$ cat config.mk
export PLATFORM = sky130hd
export DESIGN_NAME = adc_host_ctrl
export DESIGN_NICKNAME = d
export VERILOG_FILES = /design/src/adc_host_pkg.sv /design/src/adc_host_fifo.sv /design/src/adc_host_ctrl.sv
export SDC_FILE = /design/constraint.sdc
export NUM_CORES = 1
export LEC_CHECK = 0
export BUFFER_PORTS_ARGS = -buffer_cell sky130_fd_sc_hd__buf_2
export CAP_MARGIN = 20
export CORE_ASPECT_RATIO = 2
export CORE_MARGIN = 1
export CORE_UTILIZATION = 30
export DETAILED_ROUTE_END_ITERATION = 6
export PLACE_DENSITY = 0.42
export SYNTH_ARGS = -nofsm -noshare
export SYNTH_HDL_FRONTEND = slang
export SYNTH_HIERARCHICAL = 1
export SYNTH_SLANG_ARGS = --single-unit
$ cat constraint.sdc
create_clock -name sys_clk -period 5.1 [get_ports sys_clk]
set_clock_uncertainty 0.15 [all_clocks]
set_input_delay 0.51 -clock sys_clk [delete_from_list [all_inputs] [get_ports sys_clk]]
set_output_delay 0.51 -clock sys_clk [all_outputs]
set_load 0.005 [all_outputs]
$ cat src/adc_host_pkg.sv
// Constants and types shared by the video converter host controller.
package adc_host_pkg;
   localparam int unsigned CLK_PERIOD_NS = 10;
   localparam int unsigned DATA_W = 8;
   localparam int unsigned FIFO_DEPTH = 16;
   // Least start pulse width, rounded up to whole cycles.
   localparam int unsigned START_MIN_NS = 15;
   localparam int unsigned START_CYC = (START_MIN_NS + CLK_PERIOD_NS - 1) / CLK_PERIOD_NS;
   // Least spacing between start leading edges, rounded up.
   localparam int unsigned SPACING_NS = 50;
   localparam int unsigned SPACING_CYC = (SPACING_NS + CLK_PERIOD_NS - 1) / CLK_PERIOD_NS;
   localparam int unsigned CNT_W = 4;
   localparam logic [CNT_W-1:0] START_CNT = CNT_W'(START_CYC);
   localparam logic [CNT_W-1:0] SPACING_CNT = CNT_W'(SPACING_CYC);
   localparam logic [CNT_W-1:0] CNT_ZERO = 4'h0;
   localparam logic [CNT_W-1:0] CNT_ONE = 4'h1;
   // Interface variant, fixed at build time.
   typedef enum logic
   {
      VARIANT_ECL = 1'b0,
      VARIANT_TTL = 1'b1
   } variant_t;
   typedef enum logic [1:0]
   {
      ST_IDLE = 2'b00,
      ST_PULSE = 2'b01,
      ST_GAP = 2'b10
   } start_state_t;
   // Offset binary zero code of bipolar variants.
   localparam logic [DATA_W-1:0] BIPOLAR_ZERO = 8'h80;
endpackage : adc_host_pkg

$ cat src/adc_host_fifo.sv
// Small synchronous FIFO with valid and ready on both sides.
`timescale 1ns/1ps
`default_nettype none
module adc_host_fifo #(
   parameter int unsigned WIDTH = 8,
   parameter int unsigned DEPTH = 16
) (
   input wire logic sys_clk,
   input wire logic sys_rst,
   input wire logic in_valid,
   output logic in_ready,
   input wire logic [WIDTH-1:0] in_data,
   output logic out_valid,
   input wire logic out_ready,
   output logic [WIDTH-1:0] out_data
);
   localparam int unsigned AW = $clog2(DEPTH);
   logic [WIDTH-1:0] mem_q [DEPTH];
   logic [AW-1:0] wr_q;
   logic [AW-1:0] rd_q;
   logic [AW:0] cnt_q;
   wire logic push = in_valid && in_ready;
   wire logic pop = out_valid && out_ready;

   assign in_ready = (cnt_q != (AW+1)'(DEPTH));
   assign out_valid = (cnt_q != '0);
   assign out_data = mem_q[rd_q];

   always_ff @(posedge sys_clk)
   begin
      if (push)
      begin
         mem_q[wr_q] <= in_data;
      end
   end

   always_ff @(posedge sys_clk)
   begin
      if (sys_rst)
      begin
         wr_q <= '0;
         rd_q <= '0;
         cnt_q <= '0;
      end
      else
      begin
         if (push)
         begin
            wr_q <= (wr_q == AW'(DEPTH - 1)) ? '0 : wr_q + 1'b1;
         end
         if (pop)
         begin
            rd_q <= (rd_q == AW'(DEPTH - 1)) ? '0 : rd_q + 1'b1;
         end
         cnt_q <= cnt_q + (AW+1)'(push) - (AW+1)'(pop);
      end
   end
endmodule : adc_host_fifo
`default_nettype wire

$ cat src/adc_host_ctrl.sv
// Host controller that starts video conversions and captures results.
`timescale 1ns/1ps
`default_nettype none
// Operation
// - ECL: start is a low-going pulse of at least 15 ns.
// - TTL: start is a high-going pulse of at least 15 ns.
// - ECL: complementary start drive is optional; we drive it for noise immunity.
// - Start leading edges are spaced at least 50 ns apart.
module adc_host_ctrl
   import adc_host_pkg::*;
#(
   parameter variant_t VARIANT = VARIANT_TTL,
   parameter bit BIPOLAR = 1'b0
) (
   input wire logic sys_clk,
   input wire logic sys_rst,
   input wire logic conv_req,
   output logic conv_busy,
   output logic start_p,
   output logic start_n,
   input wire logic eoc_pin,
   input wire logic [DATA_W-1:0] data_pin,
   output logic res_valid,
   input wire logic res_ready,
   output logic [DATA_W-1:0] res_data,
   output logic overflow
);
   start_state_t st_q;
   start_state_t st_d;
   logic [CNT_W-1:0] cnt_q;
   logic [CNT_W-1:0] cnt_d;
   logic pulse_q;
   logic start_n_q;
   logic busy_q;
   logic ovf_q;
   logic [2:0] eoc_s_q;
   logic eoc_prev_q;
   logic [DATA_W-1:0] d1_q;
   logic [DATA_W-1:0] d2_q;
   logic [DATA_W-1:0] d3_q;
   logic fifo_ready;
   logic fifo_valid;
   logic [DATA_W-1:0] fifo_data;
   logic res_valid_q;
   logic [DATA_W-1:0] res_data_q;

   // Normalise the end pulse so that active is high whatever the variant.
   function automatic logic eoc_active(input logic lvl);
      return (VARIANT == VARIANT_ECL) ? ~lvl : lvl;
   endfunction : eoc_active

   // The end level counts once the second and third stages agree.
   wire logic eoc_stable = (eoc_s_q[1] == eoc_s_q[2]);
   wire logic eoc_level = eoc_active(eoc_s_q[2]);
   // Trailing edge of the end pulse marks valid data.
   wire logic eoc_fall = eoc_stable && eoc_prev_q && !eoc_level;
   // Sign bit flipped to give two's complement on bipolar parts.
   wire logic [DATA_W-1:0] word = BIPOLAR ? (d3_q ^ BIPOLAR_ZERO) : d3_q;
   // New starts are refused while the result FIFO is full.
   wire logic take = (st_q == ST_IDLE) && conv_req && fifo_ready;
   // The output stage refills whenever it is empty or being drained.
   wire logic fifo_pop = !res_valid_q || res_ready;

   always_comb
   begin
      st_d = st_q;
      cnt_d = cnt_q;
      case (st_q)
         ST_IDLE:
         begin
            if (take)
            begin
               st_d = ST_PULSE;
               cnt_d = START_CNT - CNT_ONE;
            end
         end
         ST_PULSE:
         begin
            // Pulse held for the least width before release.
            if (cnt_q == CNT_ZERO)
            begin
               st_d = ST_GAP;
               cnt_d = SPACING_CNT - START_CNT - CNT_ONE;
            end
            else
            begin
               cnt_d = cnt_q - CNT_ONE;
            end
         end
         ST_GAP:
         begin
            // Next start waits out the spacing.
            if (cnt_q == CNT_ZERO)
            begin
               st_d = ST_IDLE;
            end
            else
            begin
               cnt_d = cnt_q - CNT_ONE;
            end
         end
         default:
         begin
            st_d = ST_IDLE;
            cnt_d = CNT_ZERO;
         end
      endcase
   end

   always_ff @(posedge sys_clk)
   begin
      if (sys_rst)
      begin
         st_q <= ST_IDLE;
         cnt_q <= CNT_ZERO;
      end
      else
      begin
         st_q <= st_d;
         cnt_q <= cnt_d;
      end
   end

   // Active-high start on TTL, inverted on ECL; complement driven.
   always_ff @(posedge sys_clk)
   begin
      if (sys_rst)
      begin
         pulse_q <= (VARIANT == VARIANT_ECL);
         start_n_q <= (VARIANT != VARIANT_ECL);
         busy_q <= 1'b0;
      end
      else
      begin
         pulse_q <= (st_d == ST_PULSE) ^ (VARIANT == VARIANT_ECL);
         start_n_q <= (st_d != ST_PULSE) ^ (VARIANT == VARIANT_ECL);
         busy_q <= (st_d != ST_IDLE);
      end
   end

   // Data is sampled with the end pulse so skew has settled.
   always_ff @(posedge sys_clk)
   begin
      if (sys_rst)
      begin
         eoc_s_q <= {3{(VARIANT == VARIANT_ECL)}};
         eoc_prev_q <= 1'b0;
         d1_q <= '0;
         d2_q <= '0;
         d3_q <= '0;
         ovf_q <= 1'b0;
      end
      else
      begin
         eoc_s_q <= {eoc_s_q[1:0], eoc_pin};
         d1_q <= data_pin;
         d2_q <= d1_q;
         d3_q <= d2_q;
         if (eoc_stable)
         begin
            eoc_prev_q <= eoc_level;
         end
         // A result lost to a full FIFO is flagged, sticky until reset.
         if (eoc_fall && !fifo_ready)
         begin
            ovf_q <= 1'b1;
         end
      end
   end

   adc_host_fifo #(
      .WIDTH(DATA_W),
      .DEPTH(FIFO_DEPTH)
   ) u_fifo (
      .sys_clk(sys_clk),
      .sys_rst(sys_rst),
      .in_valid(eoc_fall),
      .in_ready(fifo_ready),
      .in_data(word),
      .out_valid(fifo_valid),
      .out_ready(fifo_pop),
      .out_data(fifo_data)
   );

   // Output stage keeps the result port straight from flip-flops.
   // It adds one word of buffering behind the FIFO, at no loss of throughput.
   always_ff @(posedge sys_clk)
   begin
      if (sys_rst)
      begin
         res_valid_q <= 1'b0;
         res_data_q <= '0;
      end
      else if (fifo_pop)
      begin
         res_valid_q <= fifo_valid;
         res_data_q <= fifo_data;
      end
   end

   assign start_p = pulse_q;
   assign start_n = start_n_q;
   assign conv_busy = busy_q;
   assign res_valid = res_valid_q;
   assign res_data = res_data_q;
   assign overflow = ovf_q;
endmodule : adc_host_ctrl
`default_nettype wire

[Yosys cells after proc, flatten, opt, wreduce, memory -nomap -nowiden]
Memories as Yosys holds them, arrays and structs flattened. A register that Yosys moved wholly into a read port is not among the register bits.
Index checks and enable logic that the tools add are counted.
W data, S select, Z words.
Word-level totals
  bits in registers: 52
  latch bits: 0
  bits in writable memories: 128
  memory bits (read-only): 0
  memories: 1
Cells by class
  add/subtract/negate cells: 5
  $mul: 0
  div/mod/pow operators: 0
  magnitude comparators: 0
  equal/unequal tests: 10
  shift operators: 0
  muxes and demuxes: 12
  bitwise logic cells: 0
  reduce and logical (&&, ||, !) cells: 16
Memories
  u_fifo.mem_q: depth 16, bits a word 8, rd ports 1, clocked after memory_dff 1, wr ports 1, line adc_host_fifo.sv:18  | logic [WIDTH-1:0] mem_q [DEPTH];
Operator list (number)
  $mux W4: 5
  $pmux W4 S3: 1
  $add A4 B1 Y4 const B: 2
  $eq A4 B4 Y1 const B: 2
  $logic_and A1 B1 Y1: 7
  $mux W2: 3
  $pmux W2 S3: 1
  $add A5 B1 Y5: 1
  $ne A5 B5 Y1 const B: 1
  $reduce_bool A5 Y1: 1
  $sub A5 B1 Y5: 1
  $eq A2 B1 Y1 const B: 2
  $logic_not A4 Y1: 1
  $ne A2 B2 Y1 const B: 2
  $sub A4 B1 Y4 const B: 1
  $logic_not A1 Y1: 3
  $eq A2 B2 Y1 const B: 1
  $logic_not A2 Y1: 1
  $mux W1: 2
  $ne A2 B1 Y1 const B: 1
  $reduce_and A2 Y1: 1
  $reduce_bool A2 Y1: 1
  $eq A1 B1 Y1: 1
  $logic_or A1 B1 Y1: 1

[Depth between registers and ports, before layout]
Gate-level depths: netlist of the first run.
  word-level depth: 6
  mapped depth: 15

[Cells and area by module]
Netlist of the first run, hierarchy kept.
Modules (own cells, without submodules)
  adc_host_fifo: times used 1, cells each 305, area an instance 5818.1 sq um
  adc_host_ctrl: times used 1, cells each 160, area an instance 1581.5 sq um

[Worst setup path after synthesis of the first run]
OpenSTA, ideal clock, no wires.
  path type: flip-flop to flip-flop
  start: register u_fifo.cnt_q[3]
  end: register u_fifo.cnt_q[4]
  arrival time: 2.501 ns
  setup slack: 2.333 ns
  cell stages (with the launch flop): 16
  path through: dfxtp_1 -> inv_1 -> ha_1 -> or4b_1 -> clkbuf_2 -> nand2_1 -> inv_1 -> ha_1 -> inv_1 -> ha_1 -> inv_1 -> fa_1 -> nor2b_1 -> o21bai_1 -> a21oi_1 -> nor3b_1
Between the ends
  elaborated cells on any way between the ends: 6
  classes of those cells: add/sub: 2; eq/ne: 1; reduce/logical: 3
RTL lines
  start, declared: line adc_host_fifo.sv:21  | logic [AW:0] cnt_q;
  start signal, assigned: line adc_host_fifo.sv:55  | cnt_q <= cnt_q + (AW+1)'(push) - (AW+1)'(pop);
  $reduce_bool A5 Y1: line adc_host_fifo.sv:26  | assign out_valid = (cnt_q != '0);
  net fifo_valid: line adc_host_ctrl.sv:42  | logic fifo_valid;
  $logic_and A1 B1 Y1: line adc_host_fifo.sv:23  | wire logic pop = out_valid && out_ready;
  $sub A5 B1 Y5: line adc_host_fifo.sv:55
The timed path passes the listed nets, and every way through them passes these cells.
A chain may end at the register's enable or synchronous reset.

[Worst setup path in the final report of the first run]
  start: register res_valid_q (netlist: res_valid)
  end: register u_fifo.cnt_q[4]
Between the ends
  word-level cells in the longest chain between the ends: 4
RTL lines
  start, declared: line adc_host_ctrl.sv:44  | logic res_valid_q;
  start signal, assigned: line adc_host_ctrl.sv:196  | res_valid_q <= fifo_valid;
  $logic_not A1 Y1: line adc_host_ctrl.sv:62  | wire logic fifo_pop = !res_valid_q || res_ready;
  $logic_or A1 B1 Y1: line adc_host_ctrl.sv:62
  net fifo_pop: line adc_host_ctrl.sv:62
  $logic_and A1 B1 Y1: line adc_host_fifo.sv:23
  $sub A5 B1 Y5: line adc_host_fifo.sv:55
The timed path passes the listed nets, and every way through them passes these cells.

==> results of run 1 <==
==> path summary, 6_finish.rpt <==
kind / slack [ns] / to / from
setup reg to reg: 1.85 / u_fifo/cnt_q[4]$_SDFF_PP0_ / res_valid$_SDFFE_PP0P_
setup / recovery: 1.85 / u_fifo/cnt_q[4]$_SDFF_PP0_ / res_valid$_SDFFE_PP0P_
hold reg to reg: 0.29 / d3_q[4]$_SDFF_PP0_ / d2_q[4]$_SDFF_PP0_
hold / removal: 0.13 / d1_q[2]$_SDFF_PP0_ / data_pin[2]
==> worst register-to-register path: cells and delay by family (launching register included) <==
family	cells	cell delay (ns)
AOI/OAI and AO/OA	1	0.10
adders and majority gates	3	0.81
buffers and inverters	4	0.62
DFF	1	0.32
and+or+nand+nor	5	1.18
==> flip-flops by register name, indices dropped and copies added, names as in the netlist, 2 cells and up, named ones only <==
signal,count
u_fifo/mem_q,128
d1_q,8
d2_q,8
d3_q,8
res_data,8
u_fifo/cnt_q,5
cnt_q,4
u_fifo/rd_q,4
u_fifo/wr_q,4
eoc_s_q,3
st_q,2
==> through the flow <==
step	util, %	hold WS, ns	setup WS [ns]	total power (W)	cell area (um2)
global placement	31.9	0.270	1.61	0.00268	7760
global route	34.2	0.112	1.44	0.00408	8320
finish	34.2	0.133	1.85	0.00387	8320
floorplan	-	0.264	2.33	0.00246	7400
CTS	34.1	0.105	1.78	0.00395	8300
detailed placement	31.9	0.273	1.51	0.00269	7760
==> cell type report <==
class | count | share of cell area [%]
inverters | 17 | 0.767
multi-input cells | 235 | 24.9
flip-flops and latches | 192 | 61.6
clock inverters | 13 | 1.23
well taps | 290 | 4.36
clock buffers | 19 | 5.32
repair buffers | 27 | 1.83
==> power breakdown <==
part           internal, W  switching, W  leakage (nW)
Combinational     0.000383      0.000390         0.903
Clock             0.000648      0.000595         0.272
Sequential         0.00173      0.000124          1.70
==> cells by family (layout without fill, tap and decap cells) <==
group                    count (synthesis)  after routing  synth area share, %
flip-flops                             192            192                 69.3
XOR/XNOR                                 5              5                0.592
buffers and inverters                   38             76                 2.76
AND/OR/NAND/NOR                        125            125                 9.38
AO/OA/AOI/OAI                           59             59                 5.09
adder cells (fa/ha/maj)                 14             14                 2.47
multiplexers                            32             32                 10.4
==> routing by layer <==
metal	part of all wire [%]	routed length [um]	track usage, %	vias up
met3	2.4	373	3.00	21
met1	37	5790	13.3	1956
li1	-	-	-	1806
met4	2.2	353	6.20	0
met5	0	0	0	-
met2	59	9320	26.7	62
==> placed cells by master (no fill, tap or decap), types with 4 or more instances in the layout <==
cell	n
nand3_1	9
nor2b_1	32
buf_2	25
and2_1	13
a211oi_1	4
inv_1	16
mux4_2	18
mux4_1	14
nand2_1	34
nor3b_1	6
edfxtp_1	128
ha_1	13
a22oi_1	16
o21ai_0	4
and3_1	5
nor2_1	10
clkbuf_16	17
a21oi_1	25
dfxtp_1	62
==> qor.txt, run 1 <==
Worst hold path class - input port to register
Req. time, crit path - 5.31 ns
N_diodes - 0
Status - complete, no violations
CP startpoint kind - register
Cells after Synth - 465
Synth Net Count - 492
Dpl cells - 760
Critical path class - register to register
Reg clk slew, reported paths - 0.07 ns
Worst-path maximum fanout - 12
Layout cell share with drive strength beyond 1 - 15.5%
CTS tree - done
Post-synth EDFFs - 128
Tcrit/Tclk final - 63.8%
DP Wirelength - 10.9 mm
FFs w/ async S/R, synth - 0%
Area of the multi-input gates - 2070 um2
Pin count of the biggest net entering global routing - 62
Worst path bufs/invs - 4
Fin crit period - 3.25 ns
Chip Width - 113 um
CTS Sinks - 192
RSZ-0062 raised after global routing - no
Grt ovf - 0
Register Area - 5130 um2
Number of max-cap violations - 0
Max-slew headroom - 37.7%
Hold path depth - 2
Critical path depth - 13
Drt pass-1 iters - 4
Tot GR Track Use - 13.7%
Hold-fix buffers, CTS - 0
Top Family by Delay on Critical Path - simple AND/OR/NAND/NOR gates
P&R area growth vs syn - 12.5%
Register area share after synthesis - 69.3%
Port buffer count - 25
Slowest stage delay, CP - 0.53 ns
Num ports - 26
Synth cell count leaders - edfxtp_1 (128), dfxtp_1 (64), nand2_1 (34)
Core region area - 24,300 um2
Measured slew at the worst slew-check pin - 0.935 ns
Clk Tree Root Cell - clkbuf_16
Syn Area/Cell - 15.9 um2
Setup Viol. Count Final - 0
Filler cell count - 2,367
Initial DRC count - 153
Remaining DRCs - 0
Starting density of the core - 30.4%
Full die area - 25,300 um2
P_leak - 2.88 nW
Element type at the critical path end - register
Vias in the first global route - 4,147
Post-cts sizing count - 0
Top post-synthesis cells by area - edfxtp_1 (52%), dfxtp_1 (17%), mux4_2 (5.5%), mux4_1 (5.0%), nor2b_1 (2.7%)
Final TNS setup - 0 ns
Initial antenna violation count - 0
Vias per cell - 4.85
Die Ht - 224 um
Rows - 81
RD Place Congestion - 0.721
FF+latch count, synth - 192
CP Data Arrival Time - 3.46 ns
Htree depth - 4
Cell variety after synth - 48
Drt wl/cell - 20.0 um
Final Hold Fails - 0
Clk Latency, worst-skew pair - 0.43 ns
Post-CTS Setup Inserts - 0
Antenna-violating nets left - 0
Final Max Tran Viols - 0
Pwr/cell area - 465 nW/um2
Syn. warnings - 6
Post-synth top area share - 51.9%
Slowest cell on crit path - nor2b_1
Cell breakdown of the critical path - nor2b_1 -> clkinv_1 -> nand2_1 -> inv_1 -> ha_1 -> inv_1 -> ha_1 -> inv_1 -> fa_1 -> nor2b_1 -> o21bai_1 -> nand3_1 -> nor3b_1
Most used DFF post-synth - edfxtp_1
First-pass GRT wire length - 24.7 mm
CP most frequent cell - inv_1
Layout Nets - 517
Clock buffer depth - 2
Fmax - 0.307 GHz
Mapped cell area - 7400 um2
TritonCTS buffer count - 17
Fin cells - 793
Count leader, synth - edfxtp_1
Routed wire length - 15.8 mm
Routed vias - 3,845
Worst vdd ir - 0.244 mV
Worst R2R Path Depth - 13
Most area-hungry cell type in the Yosys netlist - edfxtp_1
Power figures use the tool's default switching activity.
==> run 2, diff against run 1 <==
ABC_AREA = 1   (was default)
PLACE_DENSITY = 0.41   (was 0.42)
clock period = 3.1 ns   (was 5.1 ns; I/O delays follow)
==> run 2 against run 1 <==
Net effect: final area is 9.7% higher; first-iteration DRC count grew 25%; utilization up 1.1 points; critical path depth up 4; clock power increased by 69%; flip-flop and latch count is the same; fmax increased by 27%; sequential power up 61%; largest cell class unchanged.
==> qor.txt, run 2 <==
Status - complete, no violations
Slowest stage delay, CP - 0.39 ns
Element type at the critical path end - register
TritonCTS buffer count - 17
Starting density of the core - 30.7%
Max-slew headroom - 33.8%
Fin crit period - 2.56 ns
CP Data Arrival Time - 2.80 ns
Syn Area/Cell - 9.81 um2
Hold path depth - 3
Worst hold path class - input port to register
Final Max Tran Viols - 0
Vias per cell - 4.34
Cell breakdown of the critical path - inv_1 -> ha_1 -> nand3_1 -> nand2_1 -> inv_1 -> ha_1 -> inv_1 -> ha_1 -> inv_1 -> fa_1 -> inv_1 -> nand2_1 -> nand2_1 -> a21oi_1 -> nand2_1 -> nand2_1 -> nor2_1
P_leak - 3.82 nW
FFs w/ async S/R, synth - 0%
Full die area - 27,100 um2
Port buffer count - 25
Synth Net Count - 836
Clk Tree Root Cell - clkbuf_16
Req. time, crit path - 3.33 ns
Placement Setup Slack - 0.495 ns
Initial DRC count - 192
Cells after Synth - 809
Tcrit/Tclk final - 82.6%
Worst-path maximum fanout - 4
Top Family by Delay on Critical Path - adder cells
Post-synth top area share - 48.5%
Htree depth - 4
Mapped cell area - 7930 um2
Count leader, synth - nand2_1
Critical path class - register to register
Largest register FFs - 128
FF+latch count, synth - 192
Largest reg by FF count - u_fifo/mem_q
First-pass GRT wire length - 31.6 mm
Die Ht - 232 um
Hold endpoint - start_p$_SDFF_PP0_
Final Hold Fails - 0
Number of max-cap violations - 0
FF-to-FF End - u_fifo/cnt_q[4]$_SDFF_PP0_
Top post-synthesis cells by area - edfxtp_1 (48%), dfxtp_1 (16%), nand2_1 (9.4%), nand3_1 (5.6%), inv_1 (5.0%)
Remaining DRCs - 0
Worst R2R Path Depth - 17
Reg-to-reg slack, setup - 0.54 ns
Clock buffer depth - 2
Post-cts sizing count - 0
CTS Sinks - 192
CP startpoint kind - register
Commonest non-fill, non-tap cell in the layout - nand2_1
Syn. warnings - 6
Register area share after synthesis - 64.6%
Routed vias - 5,246
Most frequent cells in the layout - nand2_1 (199), edfxtp_1 (128), inv_1 (106), nor2_1 (102), nand3_1 (88)
Worst path bufs/invs - 5
RD Place Congestion - 0.791
Pwr/cell area - 782 nW/um2
Most area-hungry cell type in the Yosys netlist - edfxtp_1
Clk Latency, worst-skew pair - 0.44 ns
Drt pass-1 iters - 4
CTS tree - done
Worst Hold Launch - conv_req
Final TNS setup - 0 ns
Drt wl/cell - 17.2 um
Num ports - 26
Most used DFF post-synth - edfxtp_1
Post-CTS Setup Inserts - 0
Reg-to-reg startpoint - u_fifo/cnt_q[3]$_SDFF_PP0_
N_diodes - 0
Layout Nets - 882
Setup Viol. Count Final - 0
Pin count of the biggest net entering global routing - 42
Grt ovf - 0
Final design utilization - 35.3%
Vias in the first global route - 5,419
Chip Width - 117 um
Measured slew at the worst slew-check pin - 0.992 ns
Worst vdd ir - 0.455 mV
Fmax - 0.390 GHz
Routed wire length - 20.7 mm
Tot GR Track Use - 16.7%
P&R area growth vs syn - 15.1%
Core region area - 25,900 um2
Post-synth EDFFs - 128
DP Wirelength - 14.6 mm
Final critical-path setup slack - 0.538 ns
Slowest cell on crit path - fa_1
Initial antenna violation count - 0
Antenna-violating nets left - 0
Cell variety after synth - 30
Layout cell share with drive strength beyond 1 - 11.4%
RSZ-0062 raised after global routing - no
Synth cell count leaders - nand2_1 (199), edfxtp_1 (128), inv_1 (106)
Rows - 83
Critical path depth - 17
Reg clk slew, reported paths - 0.07 ns
[run 2: cell types whose count changed in the layout (fill, tap and decap cells not counted), sizes merged, moves of 19 or more]
| cell | change |
|---|---|
| inv | +99 |
| nand2 | +168 |
| nand3 | +79 |
| mux4 | -32 |
| buf | +19 |
| nor2b | -32 |
| nor2 | +96 |
[run 2: cell type report]
class	count	area, um2
flip-flops and latches	192	5130
inverters	113	427
fillers	2670	16700
repair buffers	56	395
clock buffers	17	425
well taps	340	425
clock inverters	15	124
multi-input cells	475	2210
[run 2: metal layers]
metal / wire (um) / GRT usage [%]
met1: 7620 / 16.0
met3: 328 / 2.82
met5: 0 / 0
met2: 12300 / 33.7
met4: 507 / 6.05
[run 2: worst reg2reg max path, delay by kind of cell (launching register included)]
kind	cells	cell delay, ns
flops	1	0.34
buf+inv	5	0.38
compound gates	1	0.07
fa+ha+maj	4	0.97
simple gates	7	0.58
[run 2: worst max path at each step]
stage | from | end
2_1_floorplan | res_valid$_SDFFE_PP0P_ | u_fifo/cnt_q[4]$_SDFF_PP0_
3_5_place_dp | u_fifo/cnt_q[3]$_SDFF_PP0_ | u_fifo/cnt_q[4]$_SDFF_PP0_
4_1_cts | u_fifo/cnt_q[3]$_SDFF_PP0_ | u_fifo/cnt_q[4]$_SDFF_PP0_
5_1_grt | u_fifo/cnt_q[3]$_SDFF_PP0_ | u_fifo/cnt_q[4]$_SDFF_PP0_
6_report | u_fifo/cnt_q[3]$_SDFF_PP0_ | u_fifo/cnt_q[4]$_SDFF_PP0_
3_3_place_gp | u_fifo/cnt_q[3]$_SDFF_PP0_ | u_fifo/cnt_q[4]$_SDFF_PP0_
[run 2: cell families (layout without fill, tap and decap cells)]
kind of cell	Yosys count	in the layout	share of synthesized area [%]
simple gates	417	417	22.0
compound gates	41	41	3.14
flops	192	192	64.6
xor+xnor	3	3	0.331
fa+ha+maj	14	14	2.30
buf+inv	142	201	7.59
[run 2: metrics by stage]
stage	cell area (um2)	total power, W	cells	hold slack, ns
2_1_floorplan	7930	0.00444	809	0.227
3_3_place_gp	8480	0.00517	1166	0.240
3_5_place_dp	8480	0.00514	1166	0.244
4_1_cts	9130	0.00726	1208	0.0585
5_1_grt	9130	0.00756	1208	0.0822
6_report	9130	0.00714	1208	0.0539
[run 2: timing repair]
action / in CTS / in global routing
setup endpoints to repair: 0 / 0
hold buffers: 10 / 0
endpoints found under the hold margin: 10 / 0
[run 2: report_power, final]
part           switching (W)  internal (W)
sequential          0.000129       0.00287
clock                0.00103       0.00105
combinational        0.00140      0.000657
total                0.00256       0.00458
